<file path="config.mk">
export PLATFORM = sky130hd
export DESIGN_NAME = ppmc_cap
export DESIGN_NICKNAME = d
export VERILOG_FILES = /design/src/core/ppmc_sync.v /design/src/core/ppmc_cap.v
export VERILOG_INCLUDE_DIRS = /design/src /design/src/core
export SDC_FILE = /design/constraint.sdc
export NUM_CORES = 1
export LEC_CHECK = 0
export BUFFER_PORTS_ARGS = -buffer_cell sky130_fd_sc_hd__buf_2
export CAP_MARGIN = 30
export CORE_MARGIN = 2
export CORE_UTILIZATION = 50
export CTS_CLUSTER_DIAMETER = 50
export CTS_CLUSTER_SIZE = 25
export DETAILED_ROUTE_END_ITERATION = 10
export GPL_TIMING_DRIVEN = 0
export HOLD_SLACK_MARGIN = 0.1
export PLACE_DENSITY = 0.8
export SLEW_MARGIN = 20
export SYNTH_ARGS = -nofsm -noshare
export SYNTH_HDL_FRONTEND = slang
export SYNTH_SLANG_ARGS = --single-unit
</file>
<file path="constraint.sdc">
create_clock -name clk_i -period 8 [get_ports clk_i]
set_input_delay 1.2 -clock clk_i [delete_from_list [all_inputs] [get_ports clk_i]]
set_output_delay 1.2 -clock clk_i [all_outputs]
set_load 0.02 [all_outputs]
</file>
<file path="src/core/ppmc_consts.vh">
// Constants shared by the power-management and message-interrupt logic.
`ifndef PPMC_CONSTS_VH
`define PPMC_CONSTS_VH

// Power-management control and status word, byte offset from its pointer.
`define PPMC_POWER_MGMT_CONTROL_STATUS_OFS      8'h04
// Message interrupt capability, byte offsets from its pointer.
`define PPMC_MID_OFS       8'h00
`define PPMC_MA_OFS        8'h04
`define PPMC_MUA_OFS       8'h08
`define PPMC_MD_NARROW_OFS 8'h08
`define PPMC_MD_WIDE_OFS   8'h0c

// Field positions of the power-management control and status word.
`define PPMC_WES_BIT       15
`define PPMC_WEE_BIT       8
`define PPMC_PS_HI         1
`define PPMC_PS_LO         0

// Power state encodings.
`define PPMC_PS_D0         2'h0
`define PPMC_PS_D3HOT      2'h3

// Capability code of the message interrupt capability.
`define PPMC_MSI_CAP_CODE  8'h05

// Field positions of the message control word.
`define PPMC_C64_BIT       7
`define PPMC_MME_HI        6
`define PPMC_MME_LO        4
`define PPMC_MMC_HI        3
`define PPMC_MMC_LO        1
`define PPMC_MESSAGE_INTERRUPT_ENABLE_BIT      0

// Reset values.
`define PPMC_MME_RST       3'h0
`define PPMC_PS_RST        2'h0
`define PPMC_ADDR_RST      30'h0
`define PPMC_UADDR_RST     32'h0
`define PPMC_DATA_RST      16'h0
`define PPMC_WORD_ZERO     32'h0
`define PPMC_HALF_ZERO     16'h0

`endif

</file>
<file path="src/core/ppmc_sync.v">
// Three-stage synchroniser that accepts a change once stages two and three agree.
module ppmc_sync (
	input  wire clk_i,   // Bus clock.
	input  wire rst_i,   // Asynchronous reset, active high.
	input  wire async_i, // Level from outside the clock domain.
	output reg  sync_o   // Filtered level in the clock domain.
);

	reg s1_ff; // First stage, read only by the second stage.
	reg s2_ff; // Second stage.
	reg s3_ff; // Third stage.

	// Shift the level in and update the output when stages two and three agree.
	always @(posedge clk_i or posedge rst_i) begin
		if (rst_i) begin
			s1_ff  <= 1'b0;
			s2_ff  <= 1'b0;
			s3_ff  <= 1'b0;
			sync_o <= 1'b0;
		end else begin
			s1_ff <= async_i;
			s2_ff <= s1_ff;
			s3_ff <= s2_ff;
			if (s2_ff == s3_ff) begin
				sync_o <= s3_ff;
			end
		end
	end

endmodule

</file>
<file path="src/core/ppmc_cap.v">
// Power-management control word and message interrupt capability registers.
//
// Operation
// - Wake event sets status; software writes one.
// - Wake bits cleared by bus reset unless cold wake.
// - Enable set drives wake pin while status.
// - Control bits 14:09 read zero, ignore writes.
// - Power state resets D0, reads current state.
// - Only D0 and D3hot encodings accepted.
// - D3hot keeps config, blocks memory spaces.
// - D3hot suppresses message and legacy interrupts.
// - Identifier low byte reads capability code 05h.
// - Identifier high byte is fixed next pointer.
// - Control bit 07 reports wide address capability.
// - Allowed message count resets zero, writable.
// - Requested message count field is fixed.
// - Enable bit selects messages over legacy pins.
// - Data register at offset 8 or C.
// - Upper address at offset 8 when wide.
// - Lower address bits 1:0 read zero.
// - Data value drives low message data word.
`include "ppmc_consts.vh"

module ppmc_cap #(
	parameter [7:0] PM_CAP_PTR  = 8'h40, // Power-management capability pointer.
	parameter [7:0] MSI_CAP_PTR = 8'h50, // Message capability pointer.
	parameter [7:0] MSI_NEXT    = 8'h00, // Next capability pointer, 0 = end.
	parameter       WIDE_ADDR   = 1'b1,  // Wide message address capable.
	parameter [2:0] REQ_COUNT   = 3'h0,  // Requested message count field.
	parameter       COLD_WAKE   = 1'b0   // Waking from D3cold supported.
) (
	input  wire        clk_i,       // Bus clock, 100 MHz.
	input  wire        rst_i,       // Bus reset, asynchronous, active high.
	input  wire        pwr_rst_i,   // Auxiliary power-on reset, active high.
	input  wire        cfg_req_i,   // Configuration access request.
	input  wire        cfg_we_i,    // Access is a write.
	input  wire [7:0]  cfg_addr_i,  // Configuration byte address.
	input  wire [3:0]  cfg_be_i,    // Byte enables of the write.
	input  wire [31:0] cfg_wdata_i, // Write data.
	output reg  [31:0] cfg_rdata_o, // Read data.
	output reg         cfg_ack_o,   // Access done, one-cycle pulse.
	output reg         cfg_hit_o,   // Access fell on one of our words.
	input  wire        wake_pin_i,  // Asynchronous wake event source.
	output reg         pme_out_o,   // Wake pin output level, always low.
	output reg         pme_oe_o,    // Wake pin drive enable.
	output reg         mem_en_o,    // Memory register spaces may answer.
	input  wire        intr_i,      // Interrupt pending level, same clock.
	output reg         intx_o,      // Legacy interrupt request level.
	output reg         msi_wr_o,    // Message write request pulse.
	output reg  [63:0] msi_addr_o,  // Message write address.
	output reg  [31:0] msi_data_o   // Message write data.
);

	// Word addresses of the implemented configuration dwords.
	localparam [7:0] POWER_MGMT_CONTROL_STATUS_A = PM_CAP_PTR + `PPMC_POWER_MGMT_CONTROL_STATUS_OFS;
	localparam [7:0] MID_A  = MSI_CAP_PTR + `PPMC_MID_OFS;
	localparam [7:0] MA_A   = MSI_CAP_PTR + `PPMC_MA_OFS;
	localparam [7:0] MUA_A  = MSI_CAP_PTR + `PPMC_MUA_OFS;
	localparam [7:0] MD_A   = WIDE_ADDR ?
		MSI_CAP_PTR + `PPMC_MD_WIDE_OFS :
		MSI_CAP_PTR + `PPMC_MD_NARROW_OFS;

	reg [1:0]  ps_ff;     // Current power state.
	reg        wes_ff;    // Wake event status.
	reg        wee_ff;    // Wake event enable.
	reg [2:0]  mme_ff;    // Allowed message count.
	reg        message_interrupt_enable_ff;   // Message interrupt enable.
	reg [29:0] addr_ff;   // Lower message address, bits 31:02.
	reg [31:0] uaddr_ff;  // Upper message address.
	reg [15:0] data_ff;   // Message data value.
	reg        intr_d_ff; // Interrupt level of the previous cycle.
	reg        wake_d_ff; // Synchronised wake level of the previous cycle.

	wire       wake_sync; // Synchronised wake source.
	wire       wake_rst;  // Reset of the wake bits.
	wire       wr;        // Write strobe of this cycle.
	wire [15:0] mc_word;  // Message control word as read.
	wire [15:0] power_mgmt_control_status_word; // Power-management control word as read.
	wire       d0;        // Device is in D0.

	// Word match on the dword part of the address, used for every register.
	function hit;
		input [7:0] addr;
		input [7:0] base;
		begin
			hit = (addr[7:2] == base[7:2]);
		end
	endfunction

	// Bring the wake source into the clock domain.
	ppmc_sync u_wake_sync (
		.clk_i   (clk_i),
		.rst_i   (rst_i),
		.async_i (wake_pin_i),
		.sync_o  (wake_sync)
	);

	// With cold wake the bits survive bus reset; only power-on clears them.
	assign wake_rst = COLD_WAKE ? pwr_rst_i : (rst_i | pwr_rst_i);

	assign wr = cfg_req_i & cfg_we_i;
	assign d0 = (ps_ff == `PPMC_PS_D0);

	// Control word reads; bits 14:09 and 07:02 read as zero.
	assign power_mgmt_control_status_word = {wes_ff, 6'h00, wee_ff, 6'h00, ps_ff};

	// Message control word; capability and requested count fields are fixed.
	assign mc_word = {8'h00, WIDE_ADDR[0], mme_ff, REQ_COUNT,
		message_interrupt_enable_ff};

	// Wake status and enable bits, with their own reset.
	always @(posedge clk_i or posedge wake_rst) begin
		if (wake_rst) begin
			wes_ff <= 1'b0;
			wee_ff <= 1'b0;
		end else begin
			// A new event wins over a write-one clear in the same cycle.
			if (wake_sync & ~wake_d_ff) begin
				wes_ff <= 1'b1;
			end else if (wr & hit(cfg_addr_i, POWER_MGMT_CONTROL_STATUS_A) & cfg_be_i[1] &
				cfg_wdata_i[`PPMC_WES_BIT]) begin
				wes_ff <= 1'b0;
			end
			if (wr & hit(cfg_addr_i, POWER_MGMT_CONTROL_STATUS_A) & cfg_be_i[1]) begin
				wee_ff <= cfg_wdata_i[`PPMC_WEE_BIT];
			end
		end
	end

	// Power state and message capability registers under bus reset.
	always @(posedge clk_i or posedge rst_i) begin
		if (rst_i) begin
			ps_ff    <= `PPMC_PS_RST;
			mme_ff   <= `PPMC_MME_RST;
			message_interrupt_enable_ff  <= 1'b0;
			addr_ff  <= `PPMC_ADDR_RST;
			uaddr_ff <= `PPMC_UADDR_RST;
			data_ff  <= `PPMC_DATA_RST;
		end else if (wr) begin
			// Power state: only D0 and D3hot codes are taken.
			if (hit(cfg_addr_i, POWER_MGMT_CONTROL_STATUS_A) & cfg_be_i[0]) begin
				case (cfg_wdata_i[`PPMC_PS_HI:`PPMC_PS_LO])
				`PPMC_PS_D0: begin
					ps_ff <= `PPMC_PS_D0;
				end
				`PPMC_PS_D3HOT: begin
					ps_ff <= `PPMC_PS_D3HOT;
				end
				default: begin
					ps_ff <= ps_ff;
				end
				endcase
			end
			// Message control sits in the upper half of the identifier dword.
			if (hit(cfg_addr_i, MID_A) & cfg_be_i[2]) begin
				mme_ff <= cfg_wdata_i[`PPMC_MME_HI + 16:
					`PPMC_MME_LO + 16];
				message_interrupt_enable_ff <= cfg_wdata_i[`PPMC_MESSAGE_INTERRUPT_ENABLE_BIT + 16];
			end
			// Lower address keeps only bits 31:02.
			if (hit(cfg_addr_i, MA_A)) begin
				if (cfg_be_i[0]) begin
					addr_ff[5:0] <= cfg_wdata_i[7:2];
				end
				if (cfg_be_i[1]) begin
					addr_ff[13:6] <= cfg_wdata_i[15:8];
				end
				if (cfg_be_i[2]) begin
					addr_ff[21:14] <= cfg_wdata_i[23:16];
				end
				if (cfg_be_i[3]) begin
					addr_ff[29:22] <= cfg_wdata_i[31:24];
				end
			end
			// Upper address exists only with wide addressing.
			if (WIDE_ADDR && hit(cfg_addr_i, MUA_A)) begin
				if (cfg_be_i[0]) begin
					uaddr_ff[7:0] <= cfg_wdata_i[7:0];
				end
				if (cfg_be_i[1]) begin
					uaddr_ff[15:8] <= cfg_wdata_i[15:8];
				end
				if (cfg_be_i[2]) begin
					uaddr_ff[23:16] <= cfg_wdata_i[23:16];
				end
				if (cfg_be_i[3]) begin
					uaddr_ff[31:24] <= cfg_wdata_i[31:24];
				end
			end
			// Message data value, low half of its dword.
			if (hit(cfg_addr_i, MD_A)) begin
				if (cfg_be_i[0]) begin
					data_ff[7:0] <= cfg_wdata_i[7:0];
				end
				if (cfg_be_i[1]) begin
					data_ff[15:8] <= cfg_wdata_i[15:8];
				end
			end
		end
	end

	// Configuration answer: one cycle after the request, also in D3hot.
	always @(posedge clk_i or posedge rst_i) begin
		if (rst_i) begin
			cfg_ack_o   <= 1'b0;
			cfg_hit_o   <= 1'b0;
			cfg_rdata_o <= `PPMC_WORD_ZERO;
		end else begin
			cfg_ack_o <= cfg_req_i;
			cfg_hit_o <= 1'b0;
			cfg_rdata_o <= `PPMC_WORD_ZERO;
			if (cfg_req_i) begin
				if (hit(cfg_addr_i, POWER_MGMT_CONTROL_STATUS_A)) begin
					cfg_hit_o   <= 1'b1;
					cfg_rdata_o <= {`PPMC_HALF_ZERO, power_mgmt_control_status_word};
				end else if (hit(cfg_addr_i, MID_A)) begin
					cfg_hit_o   <= 1'b1;
					cfg_rdata_o <= {mc_word, MSI_NEXT,
						`PPMC_MSI_CAP_CODE};
				end else if (hit(cfg_addr_i, MA_A)) begin
					cfg_hit_o   <= 1'b1;
					cfg_rdata_o <= {addr_ff, 2'h0};
				end else if (WIDE_ADDR && hit(cfg_addr_i, MUA_A)) begin
					cfg_hit_o   <= 1'b1;
					cfg_rdata_o <= uaddr_ff;
				end else if (hit(cfg_addr_i, MD_A)) begin
					cfg_hit_o   <= 1'b1;
					cfg_rdata_o <= {`PPMC_HALF_ZERO, data_ff};
				end
			end
		end
	end

	// Wake pin, memory gating and interrupt delivery.
	always @(posedge clk_i or posedge rst_i) begin
		if (rst_i) begin
			wake_d_ff  <= 1'b0;
			intr_d_ff  <= 1'b0;
			pme_out_o  <= 1'b0;
			pme_oe_o   <= 1'b0;
			mem_en_o   <= 1'b1;
			intx_o     <= 1'b0;
			msi_wr_o   <= 1'b0;
			msi_addr_o <= 64'h0;
			msi_data_o <= `PPMC_WORD_ZERO;
		end else begin
			wake_d_ff <= wake_sync;
			pme_out_o <= 1'b0;
			// Open-drain wake pin pulled low while enabled status stands.
			pme_oe_o  <= wee_ff & wes_ff;
			mem_en_o  <= d0;
			// Legacy pin only when messages are off and in D0.
			intx_o    <= intr_i & ~message_interrupt_enable_ff & d0;
			// Arm on each new pending edge; D3hot swallows it.
			intr_d_ff <= intr_i;
			msi_wr_o  <= intr_i & ~intr_d_ff & message_interrupt_enable_ff & d0;
			msi_addr_o <= {WIDE_ADDR ? uaddr_ff : `PPMC_UADDR_RST,
				addr_ff, 2'h0};
			msi_data_o <= {`PPMC_HALF_ZERO, data_ff};
		end
	end

	// Counts above the capable field are the software side's concern.

endmodule

</file>
* Word-level counts from Yosys, hierarchy flattened
Cells that the tools add are included.
** Cells by class
- Bitwise gates (word level) :: 17
- Reduce and logical (&&, ||, !) cells :: 16
- Mux-type cells :: 15
- Equal/unequal tests :: 7
** Operators with widths (number)
- $mux W32 :: 5
- $reduce_and A3 Y1 :: 11
- $eq A6 B5 Y1 const B :: 5
- $mux W16 :: 1
- $and A1 B1 Y1 :: 13
- $mux W1 :: 8
- $logic_not A2 Y1 :: 2
- $pmux W2 S2 :: 1
- $reduce_bool A2 Y1 :: 2
- $not A1 Y1 :: 3
- $eq A2 B2 Y1 const B :: 1
- $reduce_and A2 Y1 :: 1
- $eq A1 B1 Y1 :: 1
- $or A1 B1 Y1 :: 1
** Word-level totals
- Output and inout bits :: 135
- Logic and storage cells :: 85
- Register bits after elaboration :: 208

* Logic depth before layout (Yosys ltp)
Gate-level depths: netlist of the first run.
- Depth in word-level cells :: 7
- Gate-level depth with buffers :: 7
- Depth with buffers taken out :: 3

* Cells and area by module
A second synthesis of the first run with hierarchy kept.
** Unflattened totals
- Cells, all modules :: 491
- Area total of the unflattened synthesis :: 7448.4 um^2
** Modules (own cells, without submodules)
- ppmc_cap :: seq. area each 5081.1 um^2, cells an instance 485, area an instance 7333.3 um^2, instances 1
- ppmc_sync :: seq. area each 100.1 um^2, cells an instance 6, area an instance 115.1 um^2, instances 1

* Worst setup path after synthesis of the first run
OpenSTA, ideal clock, no wires.
- Path kind :: input to register
- Start point :: in cfg_addr_i[3]
- End point :: reg addr_ff[22]
- Path buffers :: 3
- Setup time :: 0.125 ns
- Stages :: 6
- Data arrival time :: 2.369 ns
- Setup slack :: 5.506 ns
- Cell sequence :: buf_6 -> nor4bb_4 -> buf_6 -> and3_1 -> buf_6 -> mux2_2
** Between the ends
- Word-level cells in the longest chain between the ends :: 2
** RTL lines
- start: declaration :: line ppmc_cap.v:37 : input wire [7:0] cfg_addr_i,
- $eq A6 B5 Y1 :: line ppmc_cap.v:86 : hit = (addr[7:2] == base[7:2]);
- $reduce_and A3 Y1 (no line)
- end signal: assignment :: line ppmc_cap.v:136 : addr_ff <= `PPMC_ADDR_RST;
- end signal: assignment :: line ppmc_cap.v:172 : addr_ff[29:22] <= cfg_wdata_i[31:24];
- end: declaration :: line ppmc_cap.v:68 : reg [29:0] addr_ff;
Every way passes these cells.
A chain may end at the register's enable or synchronous reset.

* Worst setup path in the final report of the first run
- Start point :: in cfg_addr_i[3]
- End point :: reg data_ff[0]
** Between the ends
- Word-level cells in the longest chain between the ends :: 2
** RTL lines
- $eq A6 B5 Y1 :: line ppmc_cap.v:86
- $reduce_and A3 Y1 (no line)
- end signal: assignment :: line ppmc_cap.v:138 : data_ff <= `PPMC_DATA_RST;
- end signal: assignment :: line ppmc_cap.v:193 : data_ff[7:0] <= cfg_wdata_i[7:0];
- end: declaration :: line ppmc_cap.v:70 : reg [15:0] data_ff;
Every way passes these cells.

==> summary.txt, run 1 <==
Clock network
  • Post-CTS sizing: 0
  • CTS buffer count: 16
  • Setup bufs post-CTS: 0
  • CTS tree: done
  • Worst skew pair latency: 0.47 ns
  • # hold bufs at CTS: 0
  • H-tree Lvls: 1
  • CTS clk-pin slew, worst paths: 0.08 ns
  • Root buf cell: clkbuf_16
  • CTS Sinks: 207
  • Max Buffers Root-to-Sink: 3

Floorplan
  • Die area: 16,200 sq um
  • Die width: 127 um
  • Core ar.: 14,600 sq um
  • I/O pins: 186
  • Die Ht: 127 um
  • Rows: 44
  • Starting Density: 0.517

STA
  • Worst slew pin tran: approximately 0.76 ns
  • Final worst setup slack: 5.62 ns
  • Count of final hold-check violations: 0
  • Crit share post-route: 0.297
  • # setup viols final: 0
  • Pins Over Slew Limit: 0
  • Minimum hold slack: 0.354 ns
  • RSZ-0062 raised after global routing: no
  • FMAX: 0.421 GHz
  • Min Tclk post-route: 2.38 ns
  • Slew headroom: 0.496
  • Worst Skew: 0.0156 ns

Drt
  • DR vias/cell: 5.36
  • DRT Pass-1 Iters: 5
  • Total Routed Length: 16.9 mm
  • Wire per inst: 18.9 um
  • Final ANT Viol Nets: 0
  • Routed vias: approximately 4,800
  • DR DRC count: 0
  • 1st-iter DRT viols: 394

Yosys
  • Flops & latches, synth: 207
  • Syn avg cell area: 15.1 sq um
  • Synth Flop Type: dfrtp_1
  • Ys Warns: 0
  • Seq/Total Area, Yosys: 0.684
  • Distinct cells, synth: 45
  • EDFF count, synth: 0
  • Mapped Cells: 501
  • Post-synthesis cell area: 7570 sq um
  • Synth async-reset ratio: 1.00

Setup path
  • Worst EP required: 8.37 ns
  • CP arrival: 2.74 ns
  • CP max FO: 10
  • Critical path type: in2reg
  • Setup crit start kind: input pin
  • Critical path endpoint category: flip-flop

Place
  • Pre-CTS WS: 5.12 ns
  • Post-DP HPWL: 11.8 mm
  • Placed Area: 8720 sq um
  • I/O Buffers: 163
  • RePlAce Congestion: 0.844

Power and ir drop
  • Maximum vdd drop: 237 uV
  • Leakage: 5.09 nW
  • Power density over cell area: 227 nW/um^2

Cells and area
  • Fraction of layout cells with a size suffix above 1: 0.479
  • Commonest non-fill, non-tap cell in the layout: dfrtp_1
  • Post-route cell area: 9290 sq um
  • Fin nets: 753
  • Layout area overhead: 22.6%
  • Number of antenna repair diodes: 0
  • Commonest cells after routing, fill and taps aside: dfrtp_1, buf_2, mux2_2, nand3_1, buf_4

GRT
  • First-pass GRT wire length: 26.5 mm
  • Total gr overflow: 0
  • Gr usage total: 0.212
  • Initial antenna violation count: 1
  • Largest net degree at the start of global routing: 118
  • Vias in the first global route: about 4,900

Run
  • Max-cap violations: 0

Min path
  • Hold WC Path Type: reg2reg

Run status
  • Run status: finished clean
registers in the layout, summed over array words and instances (netlist names), 3 cells and up:
| register | flops |
|---|---|
| msi_addr_o | 62 |
| cfg_rdata_o | 32 |
| uaddr_ff | 32 |
| addr_ff | 30 |
| data_ff | 16 |
| msi_data_o | 16 |
| mme_ff | 3 |
kinds of logic after synthesis:
family | share of synthesized area
xor gates and xnor gates | 0.00116
other | 0.000495
buffers and inverters | 0.0449
and+or+nand+nor | 0.0862
DFF | 0.684
adders and majority gates | 0.00297
AOI/OAI and AO/OA | 0.0357
muxes | 0.145
final timing paths:
kind	to	depth (start not counted)	slack, ns	from
hold / removal	u_wake_sync.s2_ff$_DFF_PP0_	0	0.35	u_wake_sync.s1_ff$_DFF_PP0_
max in group asynchronous	addr_ff[15]$_DFFE_PP0P_	3	6.23	rst_i
min in group asynchronous	wee_ff$_DFFE_PP0P_	2	0.66	pwr_rst_i
hold reg to reg	u_wake_sync.s2_ff$_DFF_PP0_	0	0.35	u_wake_sync.s1_ff$_DFF_PP0_
setup / recovery	data_ff[0]$_DFFE_PP0P_	4	5.62	cfg_addr_i[3]
setup reg to reg	cfg_rdata_o[1]$_DFF_PP0_	3	6.89	uaddr_ff[1]$_DFFE_PP0P_
worst max-delay path, stage by stage:
cell and delay, ns:
buf_6 0.14, clkbuf_1 0.50, nand4_2 0.47, mux2_2 0.42
report_power, final:
group | leakage (nW) | internal [mW] | switching, mW | total [mW]
sequential | 2.84 | 1.09 | 0.0222 | 1.11
clock | 0.271 | 0.473 | 0.368 | 0.841
combinational | 1.98 | 0.0594 | 0.103 | 0.163
cells in the mapped netlist (2+ instances only):
| library cell | count | area (sq um) |
|---|---|---|
| a21oi_1 | 24 | 120 |
| a22o_1 | 3 | 26.3 |
| a32o_1 | 2 | 20.0 |
| and2_1 | 2 | 12.5 |
| and3_1 | 15 | 93.8 |
| buf_2 | 8 | 40.0 |
| buf_4 | 27 | 203 |
| buf_6 | 5 | 56.3 |
| clkbuf_1 | 6 | 22.5 |
| dfrtp_1 | 206 | 5150 |
| inv_1 | 5 | 18.8 |
| mux2_2 | 95 | 1070 |
| nand2_1 | 6 | 22.5 |
| nand2b_1 | 2 | 12.5 |
| nand3_1 | 48 | 240 |
| nand3_4 | 2 | 35.0 |
| nor2_1 | 3 | 11.3 |
| nor2b_1 | 7 | 43.8 |
| nor3_1 | 4 | 20.0 |
| o21a_1 | 3 | 22.5 |
| o221a_2 | 4 | 45.0 |
per-layer routing:
metal	up-vias	share of wire	track usage	routed length, um
li1	2123	-	-	-
met1	2419	0.41	0.281	6930
met2	217	0.50	0.357	8490
met3	29	0.070	0.0415	1190
met4	0	0.019	0.0685	330
met5	-	0	0	0
area by class of cell:
cell class | instances | area, sq um
inverters | 5 | 26.3
well taps | 184 | 230
flip-flops and latches | 207 | 5180
plain buffers | 46 | 322
repair buffers | 164 | 843
clock buffers | 20 | 447
multi-input cells | 261 | 2120
clock inverters | 7 | 120
fillers | 1086 | 5350
metrics by stage:
step                power [mW]  std cells   util  setup TNS, ns
floorplan                 1.23        519      -              0
CTS                       2.13        894  0.634              0
finish                    2.11        894  0.634              0
global route              2.19        894  0.634              0
detailed placement        1.29        867  0.596              0
global placement          1.29        866  0.593         -43.41
(Power assumes the default switching activity.)
==> run 2, diff against run 1 <==
--- a/config.mk
+++ b/config.mk
@@ -6,6 +6,7 @@
 export SDC_FILE = /design/constraint.sdc
 export NUM_CORES = 1
 export LEC_CHECK = 0
+export ABC_AREA = 1
 export BUFFER_PORTS_ARGS = -buffer_cell sky130_fd_sc_hd__buf_2
 export CAP_MARGIN = 30
 export CORE_MARGIN = 2
==> constraint.sdc (replaced) <==
create_clock -name clk_i -period 2.31 [get_ports clk_i]
set_input_delay 0.3465 -clock clk_i [delete_from_list [all_inputs] [get_ports clk_i]]
set_output_delay 0.3465 -clock clk_i [all_outputs]
set_load 0.02 [all_outputs]
==> run 2 against run 1 <==
Synthesized area shrank 0.55%; routed wire length is essentially flat; highest routed layer unchanged; clock power grew to 3.4 times the previous value; largest cell class unchanged; synthesized cell count grew 36%; design area grew 1.1%; first-iteration DRC count grew 4.6%; combinational power grew to 3.4 times the previous value; final cell count grew 22%; die area shrank 0.53%; largest power group unchanged; sequential power grew to 3.5 times the previous value; count of clock-buffer cells in the layout shrank 3; critical path depth grew 5.
==> summary.txt, run 2 <==
Run status
  • Run status: finished clean

Min path
  • Hold_sp: cfg_wdata_i[25]
  • Worst hold path cell count: 3 (+3)
  • Endpoint, Worst Hold: uaddr_ff[25]$_DFFE_PP0P_
  • Hold WC Path Type: in2reg

STA
  • Final worst setup slack: 0.562 ns (-5.06 ns)
  • # setup viols final: 0 (unchanged)
  • Worst slew pin tran: 0.725 ns (-0.0314 ns)
  • Worst Skew: 0.00876 ns (-0.00679 ns)
  • Minimum hold slack: 0.117 ns (-0.237 ns)
  • Setup TNS: 0 ns (unchanged)
  • Crit share post-route: 0.757
  • Pins Over Slew Limit: 0 (unchanged)
  • Slew headroom: 0.517 (+0.0209)
  • Min Tclk post-route: 1.75 ns
  • RSZ-0062 raised after global routing: no
  • Count of final hold-check violations: 0 (unchanged)
  • FMAX: about 0.57 GHz

Clock network
  • H-tree Lvls: 1 (unchanged)
  • Max Buffers Root-to-Sink: 3 (unchanged)
  • Post-CTS sizing: 0 (unchanged)
  • CTS tree: done
  • Worst skew pair latency: 0.47 ns (about the same)
  • CTS Sinks: 207 (unchanged)
  • CTS buffer count: 16 (unchanged)
  • CTS clk-pin slew, worst paths: 0.08 ns (about the same)
  • Setup bufs post-CTS: 0 (unchanged)
  • # hold bufs at CTS: 6 (+6)
  • Root buf cell: clkbuf_16

Yosys
  • Yosys top cell by area: dfrtp_1
  • Yosys top cell area share: 0.684 (+0.00373)
  • Top cell types by occurrence after synthesis: dfrtp_1, nand2_1, inv_1, o21ai_1, nand3_1
  • Post-synthesis cell area: 7530 sq um (-0.55%)
  • Mapped Cells: 683 (+36%)
  • EDFF count, synth: 0 (unchanged)
  • Seq/Total Area, Yosys: 0.688 (+0.00375)
  • Distinct cells, synth: 30 (-33%)
  • Synth top area cells: dfrtp_1, nand2_1, o21ai_1
  • Ys Warns: 0 (unchanged)
  • Most frequent cell after synthesis: dfrtp_1
  • Synth async-reset ratio: 1.00 (unchanged)
  • Flops & latches, synth: 207 (unchanged)
  • Syn avg cell area: 11.0 sq um (-27%)
  • Synth Flop Type: dfrtp_1

Setup path
  • Worst reg2reg startpoint: data_ff[15]$_DFFE_PP0P_
  • CP arrival: 2.10 ns (-0.64 ns)
  • Critical path endpoint category: flip-flop
  • FF-to-FF End: cfg_rdata_o[15]$_DFF_PP0_
  • Worst EP required: 2.66 ns (-5.71 ns)
  • CP max FO: 10 (unchanged)
  • R2R depth: 4 (+1)
  • R2R Setup Slk: 1.41 ns (-5.48 ns)
  • Critical path type: in2reg
  • Setup crit start kind: input pin

Cells and area
  • Post-layout util: 0.641 (+0.00709)
  • Fraction of layout cells with a size suffix above 1: 0.310 (-0.169)
  • Post-route cell area: 9390 sq um (+1.1%)
  • Commonest non-fill, non-tap cell in the layout: dfrtp_1
  • Commonest cells after routing, fill and taps aside: dfrtp_1, buf_2, nand2_1, inv_1, o21ai_1
  • Layout Cells excl Fill: 1,090 (+22%)
  • Most flops, register: msi_addr_o
  • Fin nets: 948 (+26%)
  • Layout area overhead: 24.7%
  • Number of antenna repair diodes: 0 (unchanged)
  • Largest regs: msi_addr_o x62, cfg_rdata_o x32, uaddr_ff x32
  • Max reg flops: 62 (unchanged)

Floorplan
  • Die area: 16,100 sq um (-0.53%)
  • Rows: 44 (unchanged)
  • Die Ht: 127 um (-0.27%)
  • Core ar.: 14,600 sq um (unchanged)
  • Die width: 127 um (-0.27%)
  • I/O pins: 186 (unchanged)
  • Starting Density: 0.514 (-0.00282)

Power and ir drop
  • Power density over cell area: 770 nW/um^2 (+240%)
  • Sw Share: 0.246 (+0.0119)
  • Clock Power Share: 0.393 (-0.005)
  • P_int: 5.46 mW (+240%)
  • Flop pwr share: 0.531 (+0.006)
  • Comb power frac: 0.076 (about the same)
  • Leakage: 5.35 nW (+5.1%)
  • Maximum vdd drop: 483 uV (+100%)
  • Switching pwr: 1.78 mW (+260%)
  • Pwr Total: 7.23 mW (+240%)

Drt
  • DR DRC count: 0 (unchanged)
  • Total Routed Length: 16.9 mm (about the same)
  • Routed vias: 5,300 (+11%)
  • 1st-iter DRT viols: 412 (+4.6%)
  • Final ANT Viol Nets: 0 (unchanged)
  • DRT Pass-1 Iters: 5 (unchanged)
  • DR vias/cell: 4.86 (-9.2%)
  • Wire per inst: 15.5 um (-18%)

GRT
  • Largest net degree at the start of global routing: 36 (-69%)
  • First-pass GRT wire length: 27.0 mm (+1.9%)
  • Vias in the first global route: 5,191 (+5.0%)
  • Gr usage total: 0.216 (+0.00365)
  • Initial antenna violation count: 0 (-1)
  • Total gr overflow: 0 (unchanged)

Place
  • Placed Area: 8800 sq um (+0.83%)
  • Placed Instances: 1,056 (+22%)
  • RePlAce Congestion: 0.755 (-11%)
  • Post-DP HPWL: 12.1 mm (+3.2%)
  • Pre-CTS WS: 0.497 ns (-4.62 ns)
  • I/O Buffers: 164 (+0.61%)

Run
  • Max-cap violations: 0 (unchanged)
-- run 2: cell types whose count changed after synthesis, sizes merged, moves of 3 or more --
| cell | before | now |
|---|---|---|
| mux2 | 96 | 0 |
| and3 | 15 | 0 |
| o221a | 4 | 0 |
| clkbuf | 6 | 2 |
| o21a | 3 | 0 |
| nor2b | 7 | 0 |
| a21oi | 24 | 14 |
| o21ai | 0 | 87 |
| a22o | 3 | 0 |
| nand3 | 51 | 43 |
| nor2 | 3 | 25 |
| inv | 5 | 72 |
| nand2 | 6 | 184 |
-- run 2: final cells by class --
cell class | count | area, sq um
fill | 1189 | 5250
sequential | 207 | 5180
multi-input combinational | 382 | 1840
timing repair buffer | 177 | 1020
clock buffer | 17 | 425
buffer | 40 | 305
inverter | 72 | 277
tap | 184 | 230
clock inverter | 11 | 113
-- run 2: worst max path at each step --
stage	startpoint	endpoint	cells past startpoint
2_1_floorplan	rst_i	addr_ff[0]$_DFFE_PP0P_	1
3_3_place_gp	rst_i	msi_addr_o[48]$_DFF_PP0_	2
3_5_place_dp	cfg_addr_i[3]	cfg_rdata_o[9]$_DFF_PP0_	8
4_1_cts	cfg_req_i	data_ff[0]$_DFFE_PP0P_	9
5_1_grt	cfg_req_i	cfg_rdata_o[8]$_DFF_PP0_	6
6_report	cfg_req_i	data_ff[0]$_DFFE_PP0P_	9
-- run 2: cells by family after synthesis --
logic type,share of synthesized area
compound gates,0.0746
flops,0.688
buf+inv,0.0767
other cells,0.000498
fa+ha+maj,0.00299
simple gates,0.157
-- run 2: metal layers --
metal / track usage / part of all wire / wire [um] / up-vias
met5: 0 / 0 / 0 / -
met4: 0.0498 / 0.015 / 260 / 0
met3: 0.0375 / 0.060 / 1010 / 18
met2: 0.366 / 0.50 / 8400 / 186
met1: 0.296 / 0.43 / 7270 / 2550
li1: - / - / - / 2546
-- run 2: critical path, stage by stage --
cell	delay, ns
dlygate4sd3_1	0.52
buf_2	0.11
buf_4	0.19
nand2_2	0.18
nor2_4	0.22
nand2_2	0.16
buf_2	0.23
nand2_1	0.08
o21ai_1	0.06
-- run 2: power groups by stage --
| stage | Sequential, mW | Combinational [mW] | Clock [mW] |
|---|---|---|---|
| after global placement | 3.91 | 0.509 | 0 |
| after detailed placement | 3.91 | 0.550 | 0 |
| after floorplan | 3.99 | 0.251 | 0 |
| after global routing | 3.86 | 0.608 | 3.05 |
| after CTS | 3.84 | 0.560 | 2.88 |
| final | 3.84 | 0.551 | 2.84 |
==> run 3, diff against run 2 <==
--- a/config.mk
+++ b/config.mk
@@ -10,7 +10,7 @@
 export BUFFER_PORTS_ARGS = -buffer_cell sky130_fd_sc_hd__buf_2
 export CAP_MARGIN = 30
 export CORE_MARGIN = 2
-export CORE_UTILIZATION = 50
+export CORE_UTILIZATION = 48
 export CTS_CLUSTER_DIAMETER = 50
 export CTS_CLUSTER_SIZE = 25
 export DETAILED_ROUTE_END_ITERATION = 10
==> constraint.sdc (replaced) <==
create_clock -name clk_i -period 1.6 [get_ports clk_i]
set_input_delay 0.24 -clock clk_i [delete_from_list [all_inputs] [get_ports clk_i]]
set_output_delay 0.24 -clock clk_i [all_outputs]
set_load 0.02 [all_outputs]
==> run 3 against run 2 <==
The run now ends with negative hold slack left; design area grew 3.9%; global-route usage grew 0.11 points; critical path type is now reg2out; largest power group unchanged; first-iteration DRC count shrank 22%; worst setup slack lost 0.36 ns; clock skew grew 0.0038 ns; sequential cell count is the same; highest routed layer unchanged; count of clock-buffer cells in the layout grew 1.
==> summary.txt, run 3 (synthesis results as in run 2) <==
Run status
  • Run status: finished, violations left
  • Failing checks: negative hold slack

Floorplan
  • Starting Density: 0.494 (-0.0207)
  • Die Ht: 129 um (+2.0%)
  • Die area: 16,700 sq um (+4.0%)
  • Core ar.: 15,300 sq um (+4.2%)
  • I/O pins: 186 (unchanged)
  • Rows: 45 (+2.3%)
  • Die width: 129 um (+2.0%)

Setup path
  • R2R depth: 4 (unchanged)
  • R2R Setup Slk: 0.69 ns (-0.72 ns)
  • CP max FO: 1 (-9)
  • FF-to-FF End: cfg_rdata_o[15]$_DFF_PP0_
  • Worst EP required: 1.36 ns (-1.30 ns)
  • Crit. Startpoint: mem_en_o$_DFF_PP1_
  • Critical path endpoint category: output pin
  • Critical path type: reg2out
  • CP arrival: 1.16 ns (-0.94 ns)
  • Largest delay share family, worst path: flip-flops
  • Crit-path cells: buf_2
  • CP max-delay cell: dfstp_2
  • CP bufs+invs: 1 (-3)
  • Critical Path Max Stage Delay: 0.52 ns (about the same)
  • Worst reg2reg startpoint: addr_ff[13]$_DFFE_PP0P_
  • Setup crit start kind: flip-flop

Cells and area
  • Commonest cells after routing, fill and taps aside: dfrtp_1, buf_2, nand2_1, inv_1, o21ai_1
  • Fraction of layout cells with a size suffix above 1: 0.299 (-0.0113)
  • Layout Cells excl Fill: 1,149 (+5.4%)
  • Largest regs: msi_addr_o x62, cfg_rdata_o x32, uaddr_ff x32
  • Commonest non-fill, non-tap cell in the layout: dfrtp_1
  • Fin nets: 979 (+3.3%)
  • Post-layout util: 0.640 (-0.00172)
  • Layout area overhead: 29.6%
  • Post-route cell area: 9760 sq um (+3.9%)
  • Most flops, register: msi_addr_o
  • Max reg flops: 62 (unchanged)

GRT
  • First-pass GRT wire length: 27.8 mm (+3.0%)
  • Gr usage total: 0.217 (+0.00113)
  • Total gr overflow: 0 (unchanged)
  • Largest net degree at the start of global routing: 37 (+2.8%)
  • Vias in the first global route: 5,334 (+2.8%)
  • Initial antenna violation count: 2 (+2)

Drt
  • DR DRC count: 0 (unchanged)
  • 1st-iter DRT viols: 323 (-22%)
  • Final ANT Viol Nets: 0 (unchanged)
  • Routed vias: 5,433 (+2.5%)
  • DR vias/cell: 4.73 (-2.8%)
  • DRT Pass-1 Iters: 5 (unchanged)
  • Total Routed Length: 17.8 mm (+5.0%)
  • Wire per inst: 15.5 um (-0.40%)

STA
  • Min Tclk post-route: 1.40 ns
  • Count of final hold-check violations: 33 (+33)
  • Crit share post-route: 0.873
  • Worst slew pin tran: 0.757 ns (+0.0327 ns)
  • RSZ-0062 raised after global routing: no
  • Pins Over Slew Limit: 0 (unchanged)
  • # setup viols final: 0 (unchanged)
  • Minimum hold slack: -0.102 ns (-0.219 ns)
  • Slew headroom: 0.495 (-0.0218)
  • Worst Skew: 0.0125 ns (+0.00375 ns)
  • FMAX: between 0.7 and 0.8 GHz

Place
  • Placed Instances: 1,082 (+2.5%)
  • RePlAce Congestion: 0.797 (+5.5%)
  • I/O Buffers: 164 (unchanged)
  • Placed Area: 8820 sq um (+0.33%)
  • Post-DP HPWL: 12.0 mm (-0.73%)

Power and ir drop
  • Power density over cell area: 1090 nW/um^2 (+41%)
  • Leakage: 5.48 nW (+2.5%)
  • Pwr Total: 10.6 mW (+47%)
  • Maximum vdd drop: 615 uV (+27%)

Clock network
  • CTS tree: done
  • H-tree Lvls: 1 (unchanged)
  • Root buf cell: clkbuf_16
  • CTS clk-pin slew, worst paths: 0.08 ns (about the same)
  • CTS buffer count: 17 (+1)
  • # hold bufs at CTS: 37 (+31)
  • Worst skew pair latency: 0.48 ns (about the same)
  • CTS Sinks: 207 (unchanged)
  • Max Buffers Root-to-Sink: 3 (unchanged)

Run
  • Max-cap violations: 0 (unchanged)

Min path
  • Hold WC Path Type: in2async
==> run 3: timing repair <==
action / in CTS / in global routing
gates resized for setup: 0 / 0
buffers inserted: 0 / 0
endpoints found under the hold margin: 119 / 33
==> run 3: stage by stage <==
step / setup slack [ns] / TNS, ns
finish: 0.203 / 0
global route: 0.150 / 0
CTS: 0.183 / 0
detailed placement: -0.0736 / -1.93
global placement: -2.37 / -482.21
floorplan: -1.30 / -265.30
==> run 3: how the worst max path moves through the flow <==
| stage | endpoint | slack [ns] | cells after the start |
|---|---|---|---|
| after floorplan | addr_ff[0]$_DFFE_PP0P_ | -1.30 | 1 |
| after global placement | msi_data_o[7]$_DFF_PP0_ | -2.37 | 2 |
| after detailed placement | cfg_rdata_o[7]$_DFF_PP0_ | -0.07 | 8 |
| after CTS | mem_en_o | 0.18 | 1 |
| after global routing | mem_en_o | 0.15 | 1 |
| final | mem_en_o | 0.20 | 1 |
==> run 3: cell type report <==
type	count	area, sq um
antenna	1	2.50
buffer	40	305
clock buffer	18	429
clock inverter	11	135
fill	1181	5500
inverter	72	277
multi-input combinational	382	1840
sequential	207	5180
tap	211	264
timing repair buffer	207	1330
==> run 3: report_power, final <==
part           switching [mW]  leakage [nW]  internal (mW)
clock network            2.09         0.276           2.11
registers               0.114          2.83           5.43
logic                   0.541          2.37          0.319
total                    2.74          5.48           7.87
==> run 3: routing by layer <==
layer | wire length (um) | global-route usage | vias up | part of all wire
met5 | 0 | 0 | - | 0
met4 | 471 | 0.0767 | 0 | 0.026
met3 | 945 | 0.0326 | 34 | 0.053
met2 | 8690 | 0.359 | 188 | 0.49
met1 | 7680 | 0.295 | 2600 | 0.43
li1 | - | - | 2611 | -
